==> src/usb_host_buffer_select_defs.vh <==
// Offsets, field positions, reset values and packet limits of the
// USB host buffer selector. Definitions only; included by bare name.
`ifndef USB_HOST_BUFFER_SELECT_DEFS_VH
`define USB_HOST_BUFFER_SELECT_DEFS_VH

`define OFF_CTRL 8'h00
`define OFF_INTERVAL 8'h04
`define OFF_BUF_WORD 8'h08
`define OFF_PENDING 8'h0c
`define OFF_STATUS 8'h10
`define OFF_MASK 8'h14
`define OFF_STATE 8'h18

`define CTRL_START 0
`define CTRL_DOUBLE 1
`define CTRL_FULL_SPEED 2
`define CTRL_POLL_EN 3

`define HALF_FULL 15
`define HALF_DONE 14
`define LEN_W 10

`define EVT_BUF_DONE 0
`define EVT_POLL_DONE 1
`define EVT_W 2

`define MAX_PKT_LOW 7'h08
`define MAX_PKT_FULL 7'h40
`define PKT_W 7

`define RST_INTERVAL 16'h03e8
`define RST_WORD 32'h0000_0000
`define RST_EVT 2'h0

`endif

==> src/usb_host_buffer_select.v <==
// Buffer selector and status write-back of a low/full speed USB host,
// with an APB register file and a simple packet request port.
// Assumes one clock pclk; the packet engine answers each request once.
//
// Overview of operation
// - Software transfers and timed interrupt polls
// - Interrupt polls always single buffered
// - Selector not cleared before interrupt polls
// - Poll completion may show buffer one selected
// - One selector, toggles as each packet completes
// - Selector toggles in single-buffered mode too
// - Multi-packet above 8 or 64 bytes
// - Status written to half named by selector
// - Single mode fetch ignores the selector
// - Record selector at done in pending flags
//
// The APB slave port and the register addresses were left to the implementer.
`include "usb_host_buffer_select_defs.vh"
`timescale 1ns/10ps
`default_nettype none
module usb_host_buffer_select
#(
	parameter INTERVAL_W = 16
)
(
	input wire pclk,
	input wire presetn,
	input wire psel,
	input wire penable,
	input wire pwrite,
	input wire [7:0] paddr,
	input wire [31:0] pwdata,
	output reg [31:0] prdata,
	output wire pready,
	output wire pslverr,
	output reg pkt_start,
	output reg [`PKT_W-1:0] pkt_size,
	output reg pkt_is_poll,
	input wire pkt_done,
	input wire [`PKT_W-1:0] pkt_bytes,
	output wire irq
);
	localparam ST_IDLE = 3'b001;
	localparam ST_RUN = 3'b010;
	localparam ST_WAIT = 3'b100;

	function [15:0] half_of;
		input [31:0] word;
		input which;
		begin
			half_of = which ? word[31:16] : word[15:0];
		end
	endfunction

	function mapped;
		input [7:0] addr;
		begin
			case (addr)
				`OFF_CTRL, `OFF_INTERVAL, `OFF_BUF_WORD, `OFF_PENDING,
				`OFF_STATUS, `OFF_MASK, `OFF_STATE: mapped = 1'b1;
				default: mapped = 1'b0;
			endcase
		end
	endfunction

	reg ctrl_double;
	reg ctrl_full_speed;
	reg ctrl_poll_en;
	reg [INTERVAL_W-1:0] interval;
	reg [31:0] buf_word;
	reg pending_flag;
	reg [`EVT_W-1:0] int_status;
	reg [`EVT_W-1:0] int_mask;
	reg sel;
	reg [2:0] state;
	reg [`LEN_W-1:0] remaining;
	reg [`LEN_W-1:0] total;
	reg is_poll;
	reg poll_pending;
	reg [2:0] next_state;
	reg [31:0] next_prdata;

	wire poll_due;
	wire [31:0] merged_word;
	wire [15:0] done_status;
	wire setup = psel & ~penable;
	wire access = psel & penable;
	wire wr = access & pwrite & mapped(paddr);
	wire rd = access & ~pwrite & mapped(paddr);
	wire sw_start = wr & (paddr == `OFF_CTRL) & pwdata[`CTRL_START];
	wire idle = (state == ST_IDLE);
	wire [`PKT_W-1:0] max_pkt = ctrl_full_speed ? `MAX_PKT_FULL : `MAX_PKT_LOW;
	wire [`LEN_W-1:0] max_len = {{(`LEN_W-`PKT_W){1'b0}}, max_pkt};
	wire [`LEN_W-1:0] got = {{(`LEN_W-`PKT_W){1'b0}}, pkt_bytes};
	wire [`LEN_W-1:0] taken = (got > remaining) ? remaining : got;
	wire last_pkt = (taken == remaining) || (pkt_bytes < pkt_size);
	wire finish = (state == ST_WAIT) & pkt_done & last_pkt;
	wire [`EVT_W-1:0] evt_set = {finish & is_poll, finish};
	wire status_read = rd & (paddr == `OFF_STATUS);
	wire [`EVT_W-1:0] next_status;
	genvar g;

	// Double buffering only for software transfers
	wire sw_is_poll_launch = ~sw_start & poll_pending;
	wire use_double = ctrl_double & ~sw_is_poll_launch;
	// Single mode always fetches the lower half
	wire [15:0] fetched = use_double ? half_of(buf_word, sel) : half_of(buf_word, 1'b0);

	// APB: no wait states; read data registered in the setup phase
	assign pready = 1'b1;
	assign pslverr = access & ~mapped(paddr);
	assign irq = |(int_status & int_mask);
	assign done_status = {1'b0, 1'b1, {(14-`LEN_W){1'b0}}, total + taken};

	// Due pulses while busy merge into one pending poll
	usb_poll_timer #(
		.INTERVAL_W(INTERVAL_W)
	) u_poll_timer (
		.pclk(pclk),
		.presetn(presetn),
		.enable(ctrl_poll_en),
		.interval(interval),
		.due(poll_due)
	);

	// Completion status goes to the half the selector names now
	usb_status_merge u_status_merge (
		.word_in(buf_word),
		.sel(sel),
		.status(done_status),
		.word_out(merged_word)
	);

	// Read data registered in the setup phase, held until the next read
	always @*
	begin
		case (paddr)
			`OFF_CTRL:
				next_prdata = {28'h000_0000, ctrl_poll_en, ctrl_full_speed, ctrl_double, 1'b0};
			`OFF_INTERVAL: next_prdata = {{(32-INTERVAL_W){1'b0}}, interval};
			`OFF_BUF_WORD: next_prdata = buf_word;
			`OFF_PENDING: next_prdata = {31'h0000_0000, pending_flag};
			`OFF_STATUS: next_prdata = {{(32-`EVT_W){1'b0}}, int_status};
			`OFF_MASK: next_prdata = {{(32-`EVT_W){1'b0}}, int_mask};
			`OFF_STATE: next_prdata = {27'h000_0000, is_poll, poll_pending, ~idle, 1'b0, sel};
			default: next_prdata = 32'h0000_0000;
		endcase
	end

	always @(posedge pclk or negedge presetn)
	begin
		if (!presetn)
			prdata <= 32'h0000_0000;
		else if (setup && !pwrite)
			prdata <= next_prdata;
	end

	always @(posedge pclk or negedge presetn)
	begin
		if (!presetn)
		begin
			ctrl_double <= 1'b0;
			ctrl_full_speed <= 1'b0;
			ctrl_poll_en <= 1'b0;
			interval <= `RST_INTERVAL;
			int_mask <= `RST_EVT;
		end
		else if (wr)
		begin
			if (paddr == `OFF_CTRL)
			begin
				ctrl_double <= pwdata[`CTRL_DOUBLE];
				ctrl_full_speed <= pwdata[`CTRL_FULL_SPEED];
				ctrl_poll_en <= pwdata[`CTRL_POLL_EN];
			end
			if (paddr == `OFF_INTERVAL)
				interval <= pwdata[INTERVAL_W-1:0];
			if (paddr == `OFF_MASK)
				int_mask <= pwdata[`EVT_W-1:0];
		end
	end

	// Hardware write-back wins over a software write in the same cycle
	always @(posedge pclk or negedge presetn)
	begin
		if (!presetn)
			buf_word <= `RST_WORD;
		else if (finish)
			buf_word <= merged_word;
		else if (wr && paddr == `OFF_BUF_WORD)
			buf_word <= pwdata;
	end

	// Read clears status; the set term is ORed last so a new event wins
	generate
		for (g = 0; g < `EVT_W; g = g + 1)
		begin : g_evt
			assign next_status[g] = evt_set[g] | (int_status[g] & ~status_read);
		end
	endgenerate

	always @(posedge pclk or negedge presetn)
	begin
		if (!presetn)
			int_status <= `RST_EVT;
		else
			int_status <= next_status;
	end

	always @(posedge pclk or negedge presetn)
	begin
		if (!presetn)
			pending_flag <= 1'b0;
		else if (finish)
			pending_flag <= sel;
	end

	// Poll held until the engine is free
	always @(posedge pclk or negedge presetn)
	begin
		if (!presetn)
			poll_pending <= 1'b0;
		else if (poll_due)
			poll_pending <= 1'b1;
		else if (idle && !sw_start)
			poll_pending <= 1'b0;
	end

	// Unknown state codes fall back to idle
	// A stray pkt_done outside WAIT is ignored
	always @*
	begin
		next_state = state;
		case (state)
			ST_IDLE:
				if (sw_start || poll_pending)
					next_state = ST_RUN;
			ST_RUN:
				next_state = ST_WAIT;
			ST_WAIT:
				if (pkt_done)
					next_state = last_pkt ? ST_IDLE : ST_RUN;
			default:
				next_state = ST_IDLE;
		endcase
	end

	always @(posedge pclk or negedge presetn)
	begin
		if (!presetn)
		begin
			state <= ST_IDLE;
			sel <= 1'b0;
			remaining <= {`LEN_W{1'b0}};
			total <= {`LEN_W{1'b0}};
			is_poll <= 1'b0;
			pkt_start <= 1'b0;
			pkt_size <= {`PKT_W{1'b0}};
			pkt_is_poll <= 1'b0;
		end
		else
		begin
			pkt_start <= 1'b0;
			// Transition chosen above; this block moves the data
			state <= next_state;
			case (state)
				ST_IDLE:
				begin
					// Selector kept from the last transfer, not reset
					if (sw_start || poll_pending)
					begin
						is_poll <= ~sw_start;
						remaining <= fetched[`LEN_W-1:0];
						total <= {`LEN_W{1'b0}};
					end
				end
				ST_RUN:
				begin
					// Longer transfers split at max packet size
					if (remaining > max_len)
						pkt_size <= max_pkt;
					else
						pkt_size <= remaining[`PKT_W-1:0];
					pkt_is_poll <= is_poll;
					pkt_start <= 1'b1;
				end
				ST_WAIT:
				begin
					if (pkt_done)
					begin
						// Toggles per packet whatever the buffering mode
						sel <= ~sel;
						remaining <= remaining - taken;
						total <= total + taken;
					end
				end
				default:
					state <= ST_IDLE;
			endcase
		end
	end
endmodule
`default_nettype wire

==> src/usb_status_merge.v <==
// Places one 16-bit completion status into the selected half of a
// buffer control and status word. Purely combinational.
`timescale 1ns/10ps
`default_nettype none
module usb_status_merge
(
	input wire [31:0] word_in,
	input wire sel,
	input wire [15:0] status,
	output wire [31:0] word_out
);
	// Selector one lands the status in the upper half
	assign word_out = sel ? {status, word_in[15:0]} : {word_in[31:16], status};
endmodule
`default_nettype wire

==> src/usb_poll_timer.v <==
// Interval counter for automatic interrupt-endpoint polls.
// Assumes one clock; interval counts pclk cycles, zero stops it.
`timescale 1ns/10ps
`default_nettype none
module usb_poll_timer
#(
	parameter INTERVAL_W = 16
)
(
	input wire pclk,
	input wire presetn,
	input wire enable,
	input wire [INTERVAL_W-1:0] interval,
	output reg due
);
	reg [INTERVAL_W-1:0] count;

	always @(posedge pclk or negedge presetn)
	begin
		if (!presetn)
		begin
			count <= {INTERVAL_W{1'b0}};
			due <= 1'b0;
		end
		else if (!enable || interval == {INTERVAL_W{1'b0}})
		begin
			count <= {INTERVAL_W{1'b0}};
			due <= 1'b0;
		end
		else if (count >= interval - 1'b1)
		begin
			count <= {INTERVAL_W{1'b0}};
			due <= 1'b1;
		end
		else
		begin
			count <= count + 1'b1;
			due <= 1'b0;
		end
	end
endmodule
`default_nettype wire

==> config.mk <==
export PLATFORM = sky130hd
export DESIGN_NAME = usb_host_buffer_select
export DESIGN_NICKNAME = d
export VERILOG_FILES = /design/src/usb_host_buffer_select.v /design/src/usb_status_merge.v /design/src/usb_poll_timer.v
export VERILOG_INCLUDE_DIRS = /design/src
export SDC_FILE = /design/constraint.sdc
export NUM_CORES = 1
export LEC_CHECK = 0
export BUFFER_PORTS_ARGS = -buffer_cell sky130_fd_sc_hd__buf_2
export CAP_MARGIN = 10
export CORE_MARGIN = 5
export CORE_UTILIZATION = 55
export CTS_CLUSTER_SIZE = 40
export DETAILED_ROUTE_END_ITERATION = 6
export GPL_TIMING_DRIVEN = 0
export PLACE_DENSITY_LB_ADDON = 0.05
export SETUP_SLACK_MARGIN = 0.2
export SLEW_MARGIN = 20
export SYNTH_ARGS = -nofsm -noshare
export SYNTH_HDL_FRONTEND = slang
export SYNTH_SLANG_ARGS = --single-unit
==> constraint.sdc <==
create_clock -name pclk -period 5.01 [get_ports pclk]
set_input_delay 1.503 -clock pclk [delete_from_list [all_inputs] [get_ports pclk]]
set_output_delay 1.503 -clock pclk [all_outputs]
set_load 0.01 [all_outputs]
==> results of run 1 <==
## kinds of logic after synthesis
| logic type | Yosys count | synth area share |
|---|---|---|
| simple gates | 311 | 0.1790 |
| compound gates | 176 | 0.1511 |
| flops | 140 | 0.4280 |
| buf+inv | 73 | 0.03949 |
| mux | 61 | 0.08141 |
| fa+ha+maj | 51 | 0.07959 |
| xor+xnor | 38 | 0.04055 |
| other cells | 2 | 0.0009151 |
## power groups by stage
stage | clock network, mW | logic, mW | registers (mW)
global route | 1.34 | 0.661 | 1.26
floorplan | 0 | 0.384 | 1.26
global placement | 0 | 0.553 | 1.27
CTS | 1.28 | 0.587 | 1.25
finish | 1.27 | 0.603 | 1.25
detailed placement | 0 | 0.577 | 1.27
## sequential cells by signal (all words and copies together) (netlist names), 2 cells and up
name and cells:
prdata 32, remaining 10, state 3, interval 16
int_status 2, pkt_size 7, buf_word 32, u_poll_timer.count 16
total 10, int_mask 2
## timing repair
action / in CTS / in global routing
setup endpoints to repair: 27 / 35
setup buffers: 0 / 0
hold buffers: 0 / 0
pin swaps: 0 / 1
resized for setup: 5 / 11
## layer usage
metal,part of all wire,wire length (microns),vias up,track usage
met5,0,0,-,0
met1,0.42,9438,3429,0.3209
met3,0.043,964,59,0.04885
li1,-,-,3290,-
met4,0.037,822,0,0.1091
met2,0.50,11060,192,0.4371
## critical path, delay by kind of cell
kind	cells	cell delay, ps
compound gates	5	1200
buf+inv	4	680
simple gates	4	730
mux	1	110
fa+ha+maj	2	730
## path summary, 6_finish.rpt
check | start | endpoint | slack, ps
worst max-delay path | pkt_bytes[3] | buf_word[15] | 360
max in group asynchronous | presetn | interval[8] | 3250
worst min-delay path | u_poll_timer.due | poll_pending | 450
worst min register to register | u_poll_timer.due | poll_pending | 450
worst max register to register | remaining[5] | buf_word[15] | 980
min in group asynchronous | presetn | pkt_start | 950
## area by class of cell
type	instances	area share
plain buffers	36	0.02035
inverters	37	0.01448
multi-input cells	640	0.4611
flip-flops and latches	140	0.3662
well taps	184	0.02400
clock inverters	14	0.01670
repair buffers	94	0.05244
clock buffers	18	0.04474
## cells in the final DEF, fill, tap and decap left out, types with 13 or more instances in the layout
master,count
xnor2_1,22
a221oi_1,13
clkbuf_16,17
nand3_1,44
inv_1,37
ha_1,49
clkbuf_1,18
mux2_2,29
mux2i_1,25
a21oi_1,30
nand2_1,98
a22o_1,17
nor2_1,87
xor2_1,16
nor3_1,16
dfrtp_1,133
o21ai_0,37
buf_2,96
## stage by stage
stage                     area (sq um)  hold WS (ps)  setup WS (ps)  std cells  TNS, ps
after CTS                         9558         455.8          194.0       1163        0
after global placement            8907         439.6         -428.4       1130    -8979
after floorplan                   8212         408.4          288.3        853        0
final                             9592         451.9          359.0       1163        0
after detailed placement          8945         442.3         -523.9       1131   -11430
after global routing              9592         493.0          206.5       1163        0
==> run_summary.xml, run 1 <==
<?xml version="1.0" encoding="UTF-8"?>
<metrics>
  <group name="cells_and_area">
    <metric name="filler_cell_count" unit="">1220</metric>
    <metric name="final_layout_size_suffix_gt1_frac" unit="">0.2125</metric>
    <metric name="area.sequential" unit="sq um">3512</metric>
    <metric name="multi_input_comb_area" unit="sq um">4423</metric>
    <metric name="synthToLayoutAreaGrowth" unit="%">16.88</metric>
    <metric name="nNetsFinal" unit="">1070</metric>
    <metric name="antennaDiodeCount" unit="">0</metric>
    <metric name="fin_util" unit="">0.6575</metric>
  </group>
  <group name="synth">
    <metric name="synthFlopType" unit="">dfrtp_1</metric>
    <metric name="async_flop_share" unit="">1.000</metric>
    <metric name="yosys_register_bits" unit="">140</metric>
    <metric name="yosysWarnings" unit="">0</metric>
    <metric name="netlist_instances" unit="">852</metric>
    <metric name="yosys.cell_types.count" unit="">75</metric>
    <metric name="mappedNetlistArea" unit="sq um">8207</metric>
    <metric name="postSynthAreaPerCell" unit="sq um">9.632</metric>
    <metric name="seq_area_frac_synth" unit="">0.4280</metric>
    <metric name="post-synth-top-count-cell" unit="">dfrtp_1</metric>
    <metric name="biggest_area_contributors_in_the_synthesized_netlist" unit="">dfrtp_1 41%, ha_1 7.5%, nand2_1 4.5%</metric>
    <metric name="netlist.top_cell.by_area" unit="">dfrtp_1</metric>
    <metric name="synth_top_area_share" unit="">0.4055</metric>
    <metric name="netlist_top_cells_count" unit="">133 x dfrtp_1, 98 x nand2_1, 88 x nor2_1</metric>
    <metric name="synth-edff-count" unit="">0</metric>
  </group>
  <group name="floorplan">
    <metric name="core.rowCount" unit="">44</metric>
    <metric name="num_io_pins" unit="">97</metric>
    <metric name="core-area" unit="sq um">14590</metric>
    <metric name="die_w" unit="microns">132.2</metric>
    <metric name="die_height" unit="microns">132.2</metric>
    <metric name="start_util" unit="">0.5625</metric>
    <metric name="die_area" unit="sq um">17460</metric>
  </group>
  <group name="setup_path">
    <metric name="timing.critical_path.slowest_stage_cell" unit="">o311a_2</metric>
    <metric name="timing.critical_path.slowest_cell_delay" unit="ps">540</metric>
    <metric name="worstPathCellList" unit="">buf_2, ha_1, a21oi_1, nor2b_1, o21ai_0, o211ai_1, nand3_2, buf_6, mux2i_1, ha_1, nand4_1, o311a_2, and2_1, buf_6, buf_2, a22o_1</metric>
    <metric name="crit_path_end_kind" unit="">flop</metric>
    <metric name="worstSetupStartpointType" unit="">input pin</metric>
    <metric name="number_of_cells_traversed_by_the_worst_register_to_register_path" unit="">14</metric>
    <metric name="cp_data_required_time" unit="ps">5320</metric>
    <metric name="worstSetupPathType" unit="">input pin to flop</metric>
    <metric name="cp_data_arrival_time" unit="ps">4960</metric>
    <metric name="critPathMaxFanout" unit="">10</metric>
  </group>
  <group name="clock_network">
    <metric name="clk_pin_slew_worst_paths" unit="ps">60</metric>
    <metric name="cts_buffers" unit="">17</metric>
    <metric name="root_buffer" unit="">clkbuf_16</metric>
    <metric name="cts.sink_count" unit="">140</metric>
    <metric name="clock_insertion_delay_worst_skew" unit="ps">430</metric>
    <metric name="tritoncts" unit="">built</metric>
    <metric name="cts-htree-levels" unit="">4</metric>
    <metric name="clk_path_buf_depth" unit="">2</metric>
  </group>
  <group name="global_route">
    <metric name="grt_overflow_total" unit="">0</metric>
    <metric name="grt_pass1_vias" unit="">7246</metric>
    <metric name="wire_length_of_the_first_global_routing_pass" unit="mm">36.32</metric>
    <metric name="grt_start_max_net_pins" unit="">97</metric>
    <metric name="antenna_found_initial" unit="">0</metric>
    <metric name="gr-usage-all-layers" unit="">0.2573</metric>
  </group>
  <group name="power">
    <metric name="finalPower" unit="mW">3.126</metric>
    <metric name="clkPwrFrac" unit="">0.407</metric>
    <metric name="power_density" unit="nW/um^2">325.9</metric>
    <metric name="swShare" unit="">0.3018</metric>
    <metric name="pwr-share-seq" unit="">0.400</metric>
    <metric name="netSwitchingPower" unit="mW">0.9436</metric>
    <metric name="ir_drop" unit="uV">229.1</metric>
    <metric name="cell_internal_pwr" unit="mW">2.182</metric>
    <metric name="power_frac_comb" unit="">0.193</metric>
    <metric name="pleak" unit="nW">4.710</metric>
  </group>
  <group name="routing">
    <metric name="drt_pre_antenna_iters" unit="">5</metric>
    <metric name="num_vias" unit="">6970</metric>
    <metric name="ant_nets" unit="">0</metric>
    <metric name="detail_route.wirelength" unit="mm">22.29</metric>
    <metric name="wl_per_cell" unit="microns">19.17</metric>
    <metric name="drc" unit="">0</metric>
    <metric name="drt_iter0_markers" unit="">502</metric>
    <metric name="avgViaCountPerCell" unit="">5.993</metric>
  </group>
  <group name="placed_design">
    <metric name="final_estimated_routing_congestion_in_global_placement" unit="">0.9076</metric>
    <metric name="port_buffers" unit="">93</metric>
    <metric name="hpwlAfterDp" unit="mm">16.98</metric>
  </group>
  <group name="sta">
    <metric name="finalHoldViolCount" unit="">0</metric>
    <metric name="slew_violations" unit="">0</metric>
    <metric name="finalWorstPathRequiredPeriod" unit="ps">4651</metric>
    <metric name="maxClockFrequency" unit="MHz">215.0</metric>
    <metric name="maxSlewHeadroom" unit="">0.4215</metric>
    <metric name="fin_clk_skew" unit="ps">7.310</metric>
    <metric name="grt_setup_unrepaired" unit="">no</metric>
    <metric name="worst-slew-pin-transition" unit="ps">862.0</metric>
    <metric name="period_share" unit="">0.9283</metric>
    <metric name="timing.final.setup_violations" unit="">0</metric>
  </group>
  <group name="worst_hold_path">
    <metric name="hold_path_class" unit="">flop to flop</metric>
    <metric name="worstHoldPathCells" unit="">1</metric>
  </group>
  <group name="run_status">
    <metric name="outcome" unit="">completed</metric>
  </group>
  <group name="run">
    <metric name="timing.max_cap.violations" unit="">0</metric>
  </group>
</metrics>
No activity file was read; power rests on OpenSTA's default activity.
==> run 2: changes to the inputs <==
--- a/config.mk
+++ b/config.mk
@@ -14,4 +14,5 @@
 export DETAILED_ROUTE_END_ITERATION = 6
 export GPL_TIMING_DRIVEN = 0
+export HOLD_SLACK_MARGIN = 0.08
 export PLACE_DENSITY_LB_ADDON = 0.05
 export SETUP_SLACK_MARGIN = 0.2
==> constraint.sdc (replaced) <==
create_clock -name pclk -period 5.01 [get_ports pclk]
set_input_delay 1.002 -clock pclk [delete_from_list [all_inputs] [get_ports pclk]]
set_output_delay 1.002 -clock pclk [all_outputs]
set_load 0.01 [all_outputs]
==> run_summary.xml, run 2 (synthesis results as in run 1) <==
<?xml version="1.0" encoding="UTF-8"?>
<metrics>
  <group name="setup_path">
    <metric name="cp_data_arrival_time" unit="ps">4770</metric>
    <metric name="crit_path_end_kind" unit="">flop</metric>
    <metric name="cp_data_required_time" unit="ps">5310</metric>
    <metric name="critPathMaxFanout" unit="">10</metric>
    <metric name="worstSetupStartpointType" unit="">input pin</metric>
    <metric name="worstSetupPathType" unit="">input pin to flop</metric>
  </group>
  <group name="routing">
    <metric name="num_vias" unit="">6966</metric>
    <metric name="drt_pre_antenna_iters" unit="">5</metric>
    <metric name="drc" unit="">0</metric>
    <metric name="wl_per_cell" unit="microns">19.06</metric>
    <metric name="avgViaCountPerCell" unit="">5.990</metric>
    <metric name="detail_route.wirelength" unit="mm">22.16</metric>
    <metric name="drt_iter0_markers" unit="">521</metric>
    <metric name="ant_nets" unit="">0</metric>
  </group>
  <group name="cells_and_area">
    <metric name="reg_top3" unit="">buf_word x32, prdata x32</metric>
    <metric name="layout.cells.most_common_list" unit="">133 x dfrtp_1, 98 x nand2_1, 96 x buf_2, 88 x nor2_1, 49 x ha_1</metric>
    <metric name="final_layout_size_suffix_gt1_frac" unit="">0.2063</metric>
    <metric name="filler_cell_count" unit="">1194</metric>
    <metric name="fin_util" unit="">0.6561</metric>
    <metric name="synthToLayoutAreaGrowth" unit="%">16.63</metric>
    <metric name="antennaDiodeCount" unit="">0</metric>
    <metric name="layout.cells.most_common" unit="">dfrtp_1</metric>
    <metric name="nNetsFinal" unit="">1070</metric>
    <metric name="post_layout_nonfiller_instances" unit="">1163</metric>
  </group>
  <group name="global_route">
    <metric name="grt_pass1_vias" unit="">7131</metric>
    <metric name="gr-usage-all-layers" unit="">0.2550</metric>
    <metric name="grt_start_max_net_pins" unit="">98</metric>
    <metric name="grt_overflow_total" unit="">0</metric>
    <metric name="wire_length_of_the_first_global_routing_pass" unit="mm">36.11</metric>
    <metric name="antenna_found_initial" unit="">0</metric>
  </group>
  <group name="clock_network">
    <metric name="clock_insertion_delay_worst_skew" unit="ps">420</metric>
    <metric name="clk_pin_slew_worst_paths" unit="ps">60</metric>
    <metric name="tritoncts" unit="">built</metric>
    <metric name="clk_path_buf_depth" unit="">2</metric>
    <metric name="root_buffer" unit="">clkbuf_16</metric>
    <metric name="cts.sink_count" unit="">140</metric>
    <metric name="cts_buffers" unit="">17</metric>
    <metric name="cts-htree-levels" unit="">4</metric>
    <metric name="post-cts-setup-buffers" unit="">0</metric>
    <metric name="cts.hold.buffers_added" unit="">0</metric>
  </group>
  <group name="sta">
    <metric name="maxClockFrequency" unit="MHz">223.8</metric>
    <metric name="grt_setup_unrepaired" unit="">no</metric>
    <metric name="finalHoldViolCount" unit="">0</metric>
    <metric name="totalNegativeSetupSlack" unit="ps">0</metric>
    <metric name="slew_violations" unit="">0</metric>
    <metric name="fin_clk_skew" unit="ps">6.186</metric>
    <metric name="worst-slew-pin-transition" unit="ps">855.2</metric>
    <metric name="finalWorstPathRequiredPeriod" unit="ps">4469</metric>
    <metric name="maxSlewHeadroom" unit="">0.4290</metric>
    <metric name="timing.final.setup_violations" unit="">0</metric>
    <metric name="period_share" unit="">0.8920</metric>
  </group>
  <group name="floorplan">
    <metric name="core.rowCount" unit="">44</metric>
    <metric name="die_area" unit="sq um">17460</metric>
    <metric name="die_w" unit="microns">132.2</metric>
    <metric name="core-area" unit="sq um">14590</metric>
    <metric name="num_io_pins" unit="">97</metric>
    <metric name="die_height" unit="microns">132.2</metric>
    <metric name="start_util" unit="">0.5625</metric>
  </group>
  <group name="run">
    <metric name="timing.max_cap.violations" unit="">0</metric>
  </group>
  <group name="placed_design">
    <metric name="final_estimated_routing_congestion_in_global_placement" unit="">0.9060</metric>
    <metric name="hpwlAfterDp" unit="mm">17.05</metric>
    <metric name="placed_cells_incl_taps" unit="">1131</metric>
    <metric name="port_buffers" unit="">93</metric>
  </group>
  <group name="power">
    <metric name="ir_drop" unit="uV">359.0</metric>
    <metric name="power_density" unit="nW/um^2">329.3</metric>
    <metric name="pleak" unit="nW">4.707</metric>
  </group>
  <group name="run_status">
    <metric name="outcome" unit="">completed</metric>
  </group>
  <group name="worst_hold_path">
    <metric name="hold_path_class" unit="">input pin to async pin</metric>
  </group>
</metrics>
-- run 2: path summary, 6_finish.rpt --
check,startpoint,endpoint,slack [ps],depth (start not counted)
max,pkt_bytes[3],buf_word[9],540,14
min,presetn,pkt_size[2],450,1
max reg2reg,remaining[3],buf_word[9],720,14
min reg2reg,u_poll_timer.due,poll_pending,470,1
max in group asynchronous,presetn,interval[9],3750,2
min in group pclk,u_poll_timer.due,poll_pending,470,1
-- run 2: final cells by class --
type,instances,area (sq um),area share
plain buffers,36,186.4,0.01948
clock buffers,18,429.2,0.04484
clock inverters,14,185.2,0.01935
inverters,37,138.9,0.01451
multi-input cells,640,4387,0.4583
flip-flops and latches,140,3512,0.3669
well taps,184,230.2,0.02405
repair buffers,94,503.0,0.05255
-- run 2: power by group --
| group | switching [mW] | internal [mW] |
|---|---|---|
| combinational | 0.347 | 0.244 |
| sequential | 0.0613 | 1.19 |
| clock | 0.518 | 0.794 |
| total | 0.926 | 2.23 |
-- run 2: worst max-delay path, cell delays in order --
cell and delay, ps:
buf_2 140, ha_1 310, a21oi_1 130, nor2b_1 60, o21ai_0 170, o211ai_1 120, nand3_1 200, clkbuf_2 340
mux2i_1 140, ha_1 410, nand4_1 300, o311ai_2 810, mux2_1 380, mux2_2 270
-- run 2: stage by stage --
| stage | cell area [sq um] | setup WS, ps | total power [mW] | hold WS, ps |
|---|---|---|---|---|
| after floorplan | 8210 | 588.9 | 1.641 | 408.4 |
| after global placement | 8906 | -180.7 | 1.818 | 439.7 |
| after detailed placement | 8944 | -324.1 | 1.845 | 454.7 |
| after CTS | 9562 | 215.4 | 3.152 | 462.4 |
| after global routing | 9572 | 297.5 | 3.284 | 473.5 |
| final | 9572 | 540.9 | 3.152 | 452.5 |
-- run 2: repair_timing --
item                                    4_1_cts  5_1_grt
resized for setup                             1        3
endpoints found under the hold margin         0        0
endpoints found under the setup margin        8       33
-- run 2: routing by layer --
metal / wire length [microns] / vias up / global-route usage
met5: 0 / - / 0
met4: 653 / 0 / 0.1034
met3: 961 / 47 / 0.04656
met2: 11230 / 206 / 0.4371
met1: 9322 / 3423 / 0.3180
li1: - / 3290 / -
==> run 3: changes to the inputs <==
- ABC_CLOCK_PERIOD_IN_PS: not set -> 5010
- CTS_BUF_LIST: not set -> sky130_fd_sc_hd__clkbuf_8
==> run_summary.xml, run 3 (synthesis results as in run 1) <==
<?xml version="1.0" encoding="UTF-8"?>
<metrics>
  <group name="run_status">
    <metric name="outcome" unit="">completed</metric>
  </group>
  <group name="setup_path">
    <metric name="worstPathCellList" unit="">buf_2, ha_1, a21oi_1, nor2b_1, o21ai_0, o211ai_1, nand3_1, clkbuf_2, mux2i_1, fa_1, nor2b_1, o31ai_1, a21oi_1, nor3_1, nor2_1, a221o_1</metric>
    <metric name="worstSetupPathDepth" unit="">16</metric>
    <metric name="worstPathBufferInverterCount" unit="">2</metric>
    <metric name="crit-reg2reg-launch" unit="">remaining[3]</metric>
    <metric name="critPathMaxFanout" unit="">10</metric>
    <metric name="cp_data_required_time" unit="ps">5360</metric>
    <metric name="critical-path-top-delay-family" unit="">compound AO/OA/AOI/OAI gates</metric>
    <metric name="timing.critical_path.slowest_stage_cell" unit="">nor3_1</metric>
    <metric name="worstSetupStartpointType" unit="">input pin</metric>
    <metric name="timing.critical_path.slowest_cell_delay" unit="ps">600</metric>
    <metric name="cp-startpoint" unit="">pkt_bytes[3]</metric>
    <metric name="worstSetupPathType" unit="">input pin to flop</metric>
    <metric name="cp_data_arrival_time" unit="ps">4910</metric>
    <metric name="number_of_cells_traversed_by_the_worst_register_to_register_path" unit="">16</metric>
    <metric name="crit_path_end_kind" unit="">flop</metric>
  </group>
  <group name="cells_and_area">
    <metric name="reg_top3" unit="">buf_word x32, prdata x32</metric>
    <metric name="filler_cell_count" unit="">1223</metric>
    <metric name="synthToLayoutAreaGrowth" unit="%">14.19</metric>
    <metric name="area.sequential" unit="sq um">3512</metric>
    <metric name="layout.cells.most_common" unit="">dfrtp_1</metric>
    <metric name="nNetsFinal" unit="">1070</metric>
    <metric name="fin_util" unit="">0.6424</metric>
    <metric name="antennaDiodeCount" unit="">0</metric>
    <metric name="final_layout_size_suffix_gt1_frac" unit="">0.2043</metric>
    <metric name="multi_input_comb_area" unit="sq um">4378</metric>
    <metric name="layout.cells.most_common_list" unit="">133 x dfrtp_1, 98 x nand2_1, 96 x buf_2, 88 x nor2_1, 49 x ha_1</metric>
  </group>
  <group name="placed_design">
    <metric name="hpwlAfterDp" unit="mm">17.05</metric>
    <metric name="port_buffers" unit="">93</metric>
    <metric name="place_ws" unit="ps">-324.1</metric>
    <metric name="final_estimated_routing_congestion_in_global_placement" unit="">0.9060</metric>
  </group>
  <group name="sta">
    <metric name="period_share" unit="">0.9085</metric>
    <metric name="fin_clk_skew" unit="ps">12.10</metric>
    <metric name="finalWorstPathRequiredPeriod" unit="ps">4552</metric>
    <metric name="worst-slew-pin-transition" unit="ps">879.5</metric>
    <metric name="maxSlewHeadroom" unit="">0.4083</metric>
    <metric name="finalHoldViolCount" unit="">0</metric>
    <metric name="setup_slack" unit="ps">458.2</metric>
    <metric name="timing.final.setup_violations" unit="">0</metric>
    <metric name="slew_violations" unit="">0</metric>
    <metric name="maxClockFrequency" unit="MHz">219.7</metric>
    <metric name="grt_setup_unrepaired" unit="">no</metric>
  </group>
  <group name="clock_network">
    <metric name="clk_path_buf_depth" unit="">2</metric>
    <metric name="clk_pin_slew_worst_paths" unit="ps">80</metric>
    <metric name="root_buffer" unit="">clkbuf_8</metric>
    <metric name="tritoncts" unit="">built</metric>
    <metric name="clock_insertion_delay_worst_skew" unit="ps">470</metric>
    <metric name="cts.hold.buffers_added" unit="">0</metric>
    <metric name="cts.sink_count" unit="">140</metric>
    <metric name="cts-htree-levels" unit="">4</metric>
    <metric name="cts_buffers" unit="">17</metric>
  </group>
  <group name="global_route">
    <metric name="gr-usage-all-layers" unit="">0.2552</metric>
    <metric name="grt_start_max_net_pins" unit="">98</metric>
    <metric name="grt_overflow_total" unit="">0</metric>
    <metric name="antenna_found_initial" unit="">0</metric>
    <metric name="grt_pass1_vias" unit="">7150</metric>
    <metric name="wire_length_of_the_first_global_routing_pass" unit="mm">36.09</metric>
  </group>
  <group name="floorplan">
    <metric name="die_height" unit="microns">132.2</metric>
    <metric name="num_io_pins" unit="">97</metric>
    <metric name="start_util" unit="">0.5625</metric>
    <metric name="core.rowCount" unit="">44</metric>
    <metric name="die_area" unit="sq um">17460</metric>
    <metric name="core-area" unit="sq um">14590</metric>
    <metric name="die_w" unit="microns">132.2</metric>
  </group>
  <group name="routing">
    <metric name="detail_route.wirelength" unit="mm">22.07</metric>
    <metric name="ant_nets" unit="">0</metric>
    <metric name="drt_pre_antenna_iters" unit="">5</metric>
    <metric name="wl_per_cell" unit="microns">18.98</metric>
    <metric name="avgViaCountPerCell" unit="">5.976</metric>
    <metric name="drt_iter0_markers" unit="">528</metric>
    <metric name="num_vias" unit="">6950</metric>
    <metric name="drc" unit="">0</metric>
  </group>
  <group name="run">
    <metric name="timing.max_cap.violations" unit="">0</metric>
  </group>
  <group name="power">
    <metric name="pleak" unit="nW">4.626</metric>
    <metric name="ir_drop" unit="uV">267.7</metric>
    <metric name="power_density" unit="nW/um^2">300.6</metric>
    <metric name="finalPower" unit="mW">2.817</metric>
  </group>
  <group name="worst_hold_path">
    <metric name="hold_path_class" unit="">input pin to async pin</metric>
  </group>
</metrics>
[run 3: cell types whose count changed in the layout (fill, tap and decap cells not counted), sizes merged]
cell	previous run	this run
clkbuf	39	38
inv	41	42
[run 3: power breakdown]
| group | switching, mW | internal [mW] |
|---|---|---|
| logic | 0.346 | 0.242 |
| clock network | 0.481 | 0.500 |
| registers | 0.0611 | 1.19 |
| total | 0.888 | 1.93 |
[run 3: path summary, 6_finish.rpt]
kind,endpoint,slack [ps]
min in group pclk,poll_pending,460
max in group asynchronous,interval[3],3800
worst max-delay path,buf_word[6],460
worst min-delay path,pkt_size[2],400
worst min register to register,poll_pending,460
worst max register to register,buf_word[6],570
[run 3: metrics by stage]
| step | instance area [sq um] | hold WS, ps | std cells | setup TNS (ps) |
|---|---|---|---|---|
| 2_1_floorplan | 8210 | 408.4 | 853 | 0 |
| 3_3_place_gp | 8906 | 439.7 | 1130 | -1865 |
| 3_5_place_dp | 8944 | 454.7 | 1131 | -4830 |
| 4_1_cts | 9370 | 401.5 | 1163 | 0 |
| 5_1_grt | 9371 | 417.5 | 1163 | 0 |
| 6_report | 9371 | 402.8 | 1163 | 0 |
[run 3: layout make-up]
| class | count | area share |
|---|---|---|
| Clock buffer | 17 | 0.02497 |
| Buffer | 36 | 0.01989 |
| Clock inverter | 15 | 0.02016 |
| Timing Repair Buffer | 94 | 0.05367 |
| Sequential cell | 140 | 0.3748 |
| Inverter | 37 | 0.01482 |
| Multi-Input combinational cell | 640 | 0.4672 |
| Tap cell | 184 | 0.02457 |
[run 3: timing repair]
action	in CTS	in global routing
gates resized for setup	1	1
endpoints found under the setup margin	5	33
setup buffers	0	0
cloned	0	0
[run 3: layer usage]
layer	share of wire	up-vias	GRT usage
li1	-	3292	-
met1	0.42	3380	0.3179
met2	0.50	216	0.4321
met3	0.045	62	0.04924
met4	0.036	0	0.1114
met5	0	-	0
